--- config.mk ---
export PLATFORM = sky130hd
export DESIGN_NAME = sst_serial_shift_test_unit
export DESIGN_NICKNAME = d
export VERILOG_FILES = /design/src/rtl/sst_pkg.sv /design/src/rtl/sst_serial_shift_test_unit.sv
export SDC_FILE = /design/constraint.sdc
export NUM_CORES = 1
export LEC_CHECK = 0
export BUFFER_PORTS_ARGS = -buffer_cell sky130_fd_sc_hd__buf_4
export CORE_MARGIN = 4
export CORE_UTILIZATION = 35
export DETAILED_ROUTE_END_ITERATION = 6
export HOLD_SLACK_MARGIN = 0.03
export PLACE_DENSITY = 0.68
export SLEW_MARGIN = 20
export SYNTH_ARGS = -nofsm -noshare
export SYNTH_HDL_FRONTEND = slang
export SYNTH_SLANG_ARGS = --single-unit
--- constraint.sdc ---
create_clock -name clk -period 1.9 [get_ports clk]
set_input_delay 0.38 -clock clk [delete_from_list [all_inputs] [get_ports clk]]
set_output_delay 0.38 -clock clk [all_outputs]
set_load 0.03 [all_outputs]
--- src/rtl/sst_pkg.sv ---
// Shared constants and types for the serial shift and test unit
package sst_pkg;
    localparam int         ACC_W      = 24;
    localparam int         CNT_W      = 5;
    localparam logic [4:0] STEP_DONE  = 5'h1F;   // 37 octal
    localparam logic [4:0] STEP_RST   = 5'h00;
    localparam int         FIELD_LSB  = 0;
    localparam int         FIELD_MSB  = 4;
    localparam int         TEST_SHIFT = 24;
    localparam logic [23:0] ACC_RST   = 24'h000000;
    localparam logic [14:0] PC_RST    = 15'h0000;

    typedef enum logic [1:0] {
        SST_SOD = 2'h0,
        SST_SRA = 2'h1,
        SST_SRC = 2'h2,
        SST_SRL = 2'h3
    } sst_cmd_e;

    typedef enum logic [1:0] {
        SST_IDLE  = 2'h0,
        SST_SHIFT = 2'h1,
        SST_DONE  = 2'h3
    } sst_state_e;
endpackage : sst_pkg

--- src/rtl/sst_serial_shift_test_unit.sv ---
// Bit-serial shift and bit-test datapath for execution state 4
//
// How it works
// [RL1] The odd-bit test sets the test flag when the selected bit is one, else leaves it alone.
// [RL2] On start the step counter loads the complement of instruction bits 4 to 0.
// [RL3] The odd-bit test rotates right through the adder, bit 0 into bit 23, for 24 steps.
// [RL4] The odd-bit test counts every shift; at count 37 octal bit 0 is the sampled bit.
// [RL5] For test, arithmetic and circular commands the carry flip-flop stays cleared.
// [RL6] Arithmetic shift keeps bit 23 and copies it into bit 22 each step.
// [RL7] Arithmetic and logical shifts drop bits leaving bit 0, at most 31 places.
// [RL8] Arithmetic shift routes bit 23 through the adder back into bit 23.
// [RL9] Shift commands stop shifting once the counter reaches 37 octal.
// [RL10] Arithmetic and circular shifts count only while the counter is not 37 octal.
// [RL11] Logical shift feeds zeros into bit 23 each step.
// [RL12] Logical shift disables all adder inputs, so the carry stays cleared.
// [RL13] Circular shift passes bit 0 through the adder into bit 23 each step.
// [RL14] On completion the program counter advances by one and interrupts are allowed.
`timescale 1ns/100ps
module sst_serial_shift_test_unit
    import sst_pkg::*;
(
    // Clock and reset
    input  wire logic              clk,
    input  wire logic              resetn,
    // Command from the sequencer
    input  wire logic              start,
    input  wire logic [1:0]        cmd,
    input  wire logic [23:0]       instrWord,
    // Accumulator and program counter load, test flag clear
    input  wire logic              accLoad,
    input  wire logic [23:0]       accIn,
    input  wire logic              pcLoad,
    input  wire logic [14:0]       pcIn,
    input  wire logic              testClear,
    // Results
    output logic [23:0]            accOut,
    output logic [4:0]             stepCount,
    output logic [14:0]            pcOut,
    output logic                   testFlag,
    output logic                   serialCarryFf,
    output logic                   busy,
    output logic                   done,
    output logic                   interruptAllow
);
    ////////////////////////////////////////////////////////////////////////////
    sst_state_e     state_r;
    sst_cmd_e       cmd_r;
    logic [23:0]    acc_r;
    logic [4:0]     step_r;
    logic [4:0]     testSteps_r;
    logic [14:0]    pc_r;
    logic           test_r;
    logic           carry_r;
    logic           done_r;
    logic           intAllow_r;

    ////////////////////////////////////////////////////////////////////////////
    wire logic      shifting      = (state_r == SST_SHIFT);
    wire logic      atDone        = (step_r == STEP_DONE);
    wire logic      isTest        = (cmd_r == SST_SOD);
    // Test always rotates a full word; shifts stop at 37 octal
    wire logic      testLast      = (testSteps_r == 5'(TEST_SHIFT - 1));
    wire logic      accShiftDriver = shifting && (isTest || !atDone);      // [RL9]
    wire logic      stepIncrementEnable = shifting && (isTest || !atDone); // [RL4] [RL10]
    // Serial adder input gating; the B side is never used here
    wire logic      adderInAGate  = (cmd_r == SST_SRA) ? acc_r[23]         // [RL8]
                                  : (cmd_r == SST_SRL) ? 1'b0              // [RL12]
                                  : acc_r[0];                              // [RL3] [RL13]
    wire logic      adderInBGate  = 1'b0;
    wire logic      adderSum      = adderInAGate ^ adderInBGate ^ carry_r;
    wire logic      adderCarry    = adderInAGate & (adderInBGate | carry_r);
    wire logic [23:0] accShifted  = (cmd_r == SST_SRA)
                                  ? {adderSum, acc_r[23], acc_r[22:1]}     // [RL6] [RL7]
                                  : {adderSum, acc_r[23:1]};               // [RL11] [RL7]
    wire logic      sampleHit     = isTest && shifting && atDone && acc_r[0];
    wire logic      finish        = shifting && (isTest ? testLast : atDone);

    ////////////////////////////////////////////////////////////////////////////
    always_ff @(posedge clk) begin
        if (!resetn) begin
            state_r     <= SST_IDLE;
            cmd_r       <= SST_SOD;
            acc_r       <= ACC_RST;
            step_r      <= STEP_RST;
            testSteps_r <= STEP_RST;
            pc_r        <= PC_RST;
            test_r      <= 1'b0;
            carry_r     <= 1'b0;
            done_r      <= 1'b0;
            intAllow_r  <= 1'b1;
        end else begin
            done_r <= 1'b0;
            case (state_r)
                SST_IDLE: begin
                    if (accLoad) begin
                        acc_r <= accIn;
                    end
                    if (pcLoad) begin
                        pc_r <= pcIn;
                    end
                    if (start) begin
                        cmd_r       <= sst_cmd_e'(cmd);
                        step_r      <= ~instrWord[FIELD_MSB:FIELD_LSB]; // [RL2]
                        testSteps_r <= STEP_RST;
                        carry_r     <= 1'b0;                            // [RL5]
                        intAllow_r  <= 1'b0;
                        state_r     <= SST_SHIFT;
                    end
                end
                SST_SHIFT: begin
                    if (accShiftDriver) begin
                        acc_r <= accShifted;
                    end
                    if (stepIncrementEnable) begin
                        step_r <= step_r + 5'h01;
                    end
                    testSteps_r <= testSteps_r + 5'h01;
                    // Carry never sets: no real summation in these commands
                    carry_r <= adderCarry;                               // [RL5] [RL12]
                    if (finish) begin
                        state_r <= SST_DONE;
                    end
                end
                SST_DONE: begin
                    pc_r       <= pc_r + 15'h0001;                       // [RL14]
                    done_r     <= 1'b1;
                    intAllow_r <= 1'b1;                                  // [RL14]
                    state_r    <= SST_IDLE;
                end
                default: begin
                    state_r <= SST_IDLE;
                end
            endcase
            // Set beats the sequencer's clear
            if (sampleHit) begin
                test_r <= 1'b1;                                          // [RL1]
            end else if (testClear) begin
                test_r <= 1'b0;
            end
        end
    end

    ////////////////////////////////////////////////////////////////////////////
    always_ff @(posedge clk) begin
        if (!resetn) begin
            accOut         <= ACC_RST;
            stepCount      <= STEP_RST;
            pcOut          <= PC_RST;
            testFlag       <= 1'b0;
            serialCarryFf  <= 1'b0;
            busy           <= 1'b0;
            done           <= 1'b0;
            interruptAllow <= 1'b1;
        end else begin
            accOut         <= acc_r;
            stepCount      <= step_r;
            pcOut          <= pc_r;
            testFlag       <= test_r;
            serialCarryFf  <= carry_r;
            busy           <= (state_r != SST_IDLE);
            done           <= done_r;
            interruptAllow <= intAllow_r;
        end
    end

    ////////////////////////////////////////////////////////////////////////////
    // Adder and carry: none of these commands ever sums
    a_carry_stays_clear: assert property (@(posedge clk) disable iff (!resetn) // [RL5]
        shifting |=> !carry_r)
        else $error("carry set during execution");
    a_srl_gates_off: assert property (@(posedge clk) disable iff (!resetn) // [RL12]
        (shifting && cmd_r == SST_SRL) |-> !adderInAGate && !adderInBGate && !carry_r)
        else $error("adder input live in logical shift");
    a_sra_adder_path: assert property (@(posedge clk) disable iff (!resetn) // [RL8]
        (accShiftDriver && cmd_r == SST_SRA) |-> adderSum == acc_r[23])
        else $error("sign not routed through adder");

    // Step counter
    a_start_loads_step: assert property (@(posedge clk) disable iff (!resetn) // [RL2]
        (state_r == SST_IDLE && start) |=> step_r == ~$past(instrWord[4:0]))
        else $error("step counter not preset");
    a_step_counts_test: assert property (@(posedge clk) disable iff (!resetn) // [RL4]
        (shifting && isTest) |=> step_r == $past(step_r) + 5'h01)
        else $error("test step not counted");
    a_shift_counts: assert property (@(posedge clk) disable iff (!resetn) // [RL10]
        (shifting && !isTest && !atDone) |=> step_r == $past(step_r) + 5'h01)
        else $error("shift step not counted");
    a_stop_at_done: assert property (@(posedge clk) disable iff (!resetn) // [RL9]
        (shifting && !isTest && atDone) |=> $stable(acc_r) && step_r == STEP_DONE)
        else $error("shift past count");

    // Accumulator shape per command
    a_sra_keeps_sign: assert property (@(posedge clk) disable iff (!resetn) // [RL6]
        (accShiftDriver && cmd_r == SST_SRA) |=> acc_r[23] == $past(acc_r[23])
        && acc_r[22] == $past(acc_r[23]))
        else $error("sign not kept");
    a_srl_zero_fill: assert property (@(posedge clk) disable iff (!resetn) // [RL11]
        (accShiftDriver && cmd_r == SST_SRL) |=> !acc_r[23]
        && acc_r[22:0] == $past(acc_r[23:1]))
        else $error("zero not shifted in");
    a_shift_drops_bit0: assert property (@(posedge clk) disable iff (!resetn) // [RL7]
        (accShiftDriver && (cmd_r == SST_SRA || cmd_r == SST_SRL))
        |=> acc_r[21:0] == $past(acc_r[22:1]))
        else $error("low bits not shifted out");
    a_rotate_bit0: assert property (@(posedge clk) disable iff (!resetn) // [RL13]
        (accShiftDriver && cmd_r != SST_SRA && cmd_r != SST_SRL)
        |=> acc_r[23] == $past(acc_r[0]))
        else $error("rotate lost bit");

    // Odd-bit test; compare against the word as it stood after the start edge
    a_test_duration: assert property (@(posedge clk) disable iff (!resetn) // [RL3]
        (state_r == SST_IDLE && start && cmd == SST_SOD)
        |=> ##23 (state_r == SST_SHIFT) ##1 (state_r == SST_DONE))
        else $error("test did not rotate a full word");
    a_test_restores: assert property (@(posedge clk) disable iff (!resetn) // [RL3]
        (state_r == SST_IDLE && start && cmd == SST_SOD) |=> ##24 acc_r == $past(acc_r, 24))
        else $error("test changed accumulator");

    // Test flag
    a_test_sets_flag: assert property (@(posedge clk) disable iff (!resetn) // [RL1]
        sampleHit |=> test_r)
        else $error("test flag not set");
    a_flag_untouched: assert property (@(posedge clk) disable iff (!resetn) // [RL1]
        (shifting && !sampleHit && !testClear) |=> test_r == $past(test_r))
        else $error("test flag changed without a hit");

    // Completion
    a_pc_advances: assert property (@(posedge clk) disable iff (!resetn) // [RL14]
        (state_r == SST_DONE) |=> pc_r == $past(pc_r) + 15'h0001 && intAllow_r)
        else $error("pc not advanced");
endmodule : sst_serial_shift_test_unit

* Yosys cells after proc, flatten, opt, wreduce, memory -nomap -nowiden
Cells that the tools add are included.
W data, S select, Z words.
** Storage, ports and cells
- Bits in registers :: 106
- Input bits :: 71
- Output and inout port bits :: 49
- Logic and storage cells :: 77
** Operators by class
- Add/sub/neg operators :: 3
- Equality and inequality tests :: 11
- Muxes and demuxes :: 22
- Bitwise logic cells :: 3
- Reductions and logical operators :: 20
** Operator list (number)
- $mux W24 :: 2
- $pmux W24 S2 :: 1
- $pmux W15 S2 :: 1
- $pmux W5 S2 :: 2
- $add A15 B1 Y15 const B :: 1
- $mux W15 :: 1
- $mux W5 :: 3
- $add A5 B1 Y5 const B :: 2
- $eq A5 B5 Y1 const B :: 2
- $reduce_and A2 Y1 :: 5
- $reduce_bool A2 Y1 :: 4
- $mux W1 :: 7
- $ne A2 B2 Y1 const B :: 3
- $reduce_and A3 Y1 :: 2
- $logic_and A1 B1 Y1 :: 5
- $not A5 Y5 :: 1
- $eq A2 B1 Y1 const B :: 2
- $eq A2 B2 Y1 const B :: 2
- $logic_not A2 Y1 :: 2
- $mux W2 :: 2
- $ne A2 B1 Y1 const B :: 2
- $pmux W1 S2 :: 2
- $pmux W2 S2 :: 1
- $and A1 B1 Y1 :: 1
- other kinds (3) :: 3

* Depth between registers and ports, before layout
- Depth after elaboration :: 6
- Depth in mapped cells :: 7
- Gate-level depth less buffers :: 7

* Worst setup path before layout
OpenSTA, ideal clock, no wires.
- Kind :: register to register
- Start :: register step_r[0]
- End :: register acc_r[10]
- Setup time :: 0.147 ns
- Arrival time :: 1.712 ns
- Required time :: 1.753 ns
- Path slack :: 0.041 ns
- Cell stages (with the launch flop) :: 8
- Path buffers :: 2
- Period minus slack after synthesis :: 1.859 ns
- Cells stage by stage :: dfxtp_1 -> ha_1 -> and3_1 -> ha_1 -> a311oi_2 -> buf_6 -> buf_6 -> a311oi_2
** On the way
- Cells in the longest elaborated chain, start to end :: 6
** RTL lines
- start: declaration :: RTL line sst_serial_shift_test_unit.sv:49 : logic [4:0] step_r;
- start signal: assignment :: RTL line sst_serial_shift_test_unit.sv:103 : step_r <= ~instrWord[FIELD_MSB:FIELD_LSB];
- start signal: assignment :: RTL line sst_serial_shift_test_unit.sv:115 : step_r <= step_r + 5'h01;
- $eq A5 B5 Y1 :: RTL line sst_serial_shift_test_unit.sv:59 : wire logic atDone = (step_r == STEP_DONE);
- $logic_not A1 Y1 :: RTL line sst_serial_shift_test_unit.sv:63 : wire logic accShiftDriver = shifting && (isTest || !atDone);
- $logic_or A1 B1 Y1 :: RTL line sst_serial_shift_test_unit.sv:63
- $logic_and A1 B1 Y1 :: RTL line sst_serial_shift_test_unit.sv:63
- $ne A2 B1 Y1 (no source line)
- $reduce_and A3 Y1 (no source line)
- end signal: assignment :: RTL line sst_serial_shift_test_unit.sv:96 : acc_r <= accIn;
- end signal: assignment :: RTL line sst_serial_shift_test_unit.sv:112 : acc_r <= accShifted;
- end: declaration :: RTL line sst_serial_shift_test_unit.sv:48 : logic [23:0] acc_r;
No other way between the ends.
A chain may end at the register's enable or synchronous reset.

* Final worst setup path
- Start :: register step_r[0]
- End :: register acc_r[18]
The elaborated chain is that of the path after synthesis.

==> results.cfg <==
[worst_setup_path]
cp-startpoint = step_r[0]
worstRegToRegCells = 8
r2r-end = acc_r[18]
r2r_slack_ns = 0.08
cp-start-kind = flip-flop
crit_required_ns = 2.16
timing.rr.start = step_r[0]
crit_path_end = acc_r[18]
crit_arrival_ns = 2.08
worstSetupPathType = reg2reg
critPathCaptureType = flip-flop
path_max_fanout = 5

[power]
netSwitchingFraction_pct = 26.2
power_density_mw_per_mm2 = 877
combPwrFrac_pct = 14.8
power.leakage_nw = 2.43
clkPwrFrac_pct = 37.1
ir_worst_vdd_uv = 404
seqPwrFrac_pct = 48.1
internal-power_w = 0.00374
p_switching_w = 0.00133

[clock_tree]
cts_root_buf = clkbuf_16
clk_latency_ns = 0.34
cts_tree = built
path_clk_slew_ns = 0.07
numCtsBuffers = 9
clk_path_buf_depth = 2
cts.sinks = 106
htreeDepth = 3

[synthesis]
syn_area_mm2 = 0.00428
synth_top_flop_cell = dfxtp_1
synth_nets = 530
syn_inst = 454
async_flop_share_pct = 0
synth.avg_cell_area_um2 = 9.43
synth-seq-cells = 106
ys.warnings.count = 0
synth_cell_types = 50
synth-edff-count = 0
seq_area_frac_synth_pct = 49.6

[layout]
drive_gt1_share_pct = 34.2
layout_common_cells = buf_4 (120), dfxtp_1 (104), nand2_1 (62)
nets = 642
syn_to_final_growth_pct = 35.2
final_common_cell = buf_4
fin_util_pct = 48.2
diodes = 0

[drt]
viasPerCell = 5.09
drt_iter0_drc = 304
dr.pass1.iters = 4
drc = 0
wl_mm = 10.9
final_antenna_net_count = 0
post_drt_wl_per_cell_um = 15.2
vias = 3653

[hold_path]
hp-class = in2reg
hold_depth = 3

[sta]
drv_slew = 0
tightest_slew_ns = 0.442
min_period_ns = 1.82
setup_ws_ns = 0.0816
setup_viol = 0
finalHoldViolCount = 0
slew_headroom_pct = 70.4
finClkSkew_ns = 0.00631
fmax_mhz = 550
finalCritPeriodShare_pct = 95.7

[floorplan]
fp.dieW_um = 119
core_mm2 = 0.0120
num_rows = 40
die_h_um = 119
initial_core_util_pct = 35.6
die_area_mm2 = 0.0141
io_pins = 120

[flow_run]
cap_violations = 0

[status]
status = complete, no violations

[grt]
grt_pass1_wl_mm = 17.7
first_global_vias = 3563
antenna_found_initial = 0
grt_start_max_net_pins = 40
grt_use_total_pct = 15.3
grt_overflow = 0

[placement]
portBuffers = 100
dp_hpwl_mm = 7.38
dp_slack_ns = -0.0767
gp_congestion = 0.829
-- cells in the mapped netlist, drive strengths merged (5+ instances only) --
| master | n | area [µm²] |
|---|---|---|
| dfxtp | 106 | 2120 |
| nand2 | 62 | 233 |
| nor2 | 61 | 229 |
| and2 | 48 | 300 |
| a311oi | 27 | 393 |
| buf | 16 | 116 |
| o21ai | 16 | 80.1 |
| clkbuf | 14 | 52.6 |
| a21oi | 12 | 60.1 |
| nand3 | 9 | 45.0 |
| a22oi | 7 | 52.6 |
| nor3 | 7 | 40.0 |
| and3 | 6 | 37.5 |
| ha | 5 | 62.6 |
| mux2 | 5 | 56.3 |
-- worst max-delay path, stage by stage (launching register included) --
cell and delay, ns:
dfxtp_2 0.34, ha_4 0.16, and3_4 0.18, ha_4 0.16, a311oi_4 0.30, buf_6 0.19
buf_6 0.13, nor2_1 0.05, a311oi_2 0.22
-- repair_timing --
item | CTS | global route
buffers inserted | 2 | 0
gates resized for setup | 5 | 10
hold buffers | 0 | 0
pin swaps | 2 | 20
cloned | 2 | 3
endpoints found under the setup margin | 27 | 27
-- power groups by stage --
stage / clock network (W) / logic (W) / registers (W)
5_1_grt: 0.00201 / 0.000817 / 0.00246
6_report: 0.00188 / 0.000750 / 0.00244
3_3_place_gp: 0 / 0.000682 / 0.00248
2_1_floorplan: 0 / 0.000335 / 0.00256
3_5_place_dp: 0 / 0.000694 / 0.00249
4_1_cts: 0.00193 / 0.000727 / 0.00244
-- area by class of cell --
class / instances / area (µm²)
clock buffer: 9 / 225
clock inverter: 7 / 77.6
fill: 1132 / 6230
inverter: 5 / 18.8
multi-input combinational: 313 / 2030
sequential: 106 / 2120
tap: 147 / 184
timing repair buffer: 131 / 1120
-- worst min path at each step --
stage	from	endpoint	slack, ns
floorplan	intAllow_r	interruptAllow	0.41
global placement	intAllow_r	interruptAllow	0.43
detailed placement	done_r	done	0.42
CTS	cmd[1]	cmd_r[1]	0.27
global route	cmd[1]	cmd_r[1]	0.30
finish	cmd[1]	cmd_r[1]	0.28
-- per-layer routing --
| metal | track usage (%) | share of wire, % | up-vias |
|---|---|---|---|
| li1 | - | - | 1806 |
| met1 | 20.2 | 47 | 1738 |
| met2 | 25.0 | 48 | 100 |
| met3 | 3.11 | 4.6 | 9 |
| met4 | 5.14 | 1.2 | 0 |
| met5 | 0 | 0 | - |
-- flip-flops by register name (all words and copies together), names as in the netlist --
name            count
acc_r              24
pc_r               15
done                1
cmd_r               2
intAllow_r          1
pcOut              15
testSteps_r         5
stepCount           5
step_r              5
serialCarryFf       1
test_r              1
busy                1
carry_r             1
testFlag            1
interruptAllow      1
done_r              1
accOut             24
state_r             2
-- per-stage QoR --
stage / hold WS, ns / power (W) / area (µm²) / std cells / TNS, ns
final: 0.276 / 0.00507 / 5780 / 718 / 0
after floorplan: 0.412 / 0.00290 / 4280 / 454 / 0
after detailed placement: 0.423 / 0.00318 / 5290 / 695 / -0.825
after CTS: 0.270 / 0.00509 / 5680 / 715 / 0
after global placement: 0.426 / 0.00316 / 5290 / 695 / -0.522
after global routing: 0.301 / 0.00529 / 5780 / 718 / -0.00481
-- logic make-up (layout without fill, tap and decap cells) --
group                      after synthesis  after routing  synth area share [%]
muxes                                    8              8                  2.02
xor gates and xnor gates                 3              3                 0.614
and+or+nand+nor                        212            212                  23.8
DFF                                    106            106                  49.6
adders and majority gates                5              5                  1.46
AOI/OAI and AO/OA                       85             85                  18.1
buffers and inverters                   35            152                  4.39
Note: power is estimated with default switching activity, not from simulation.
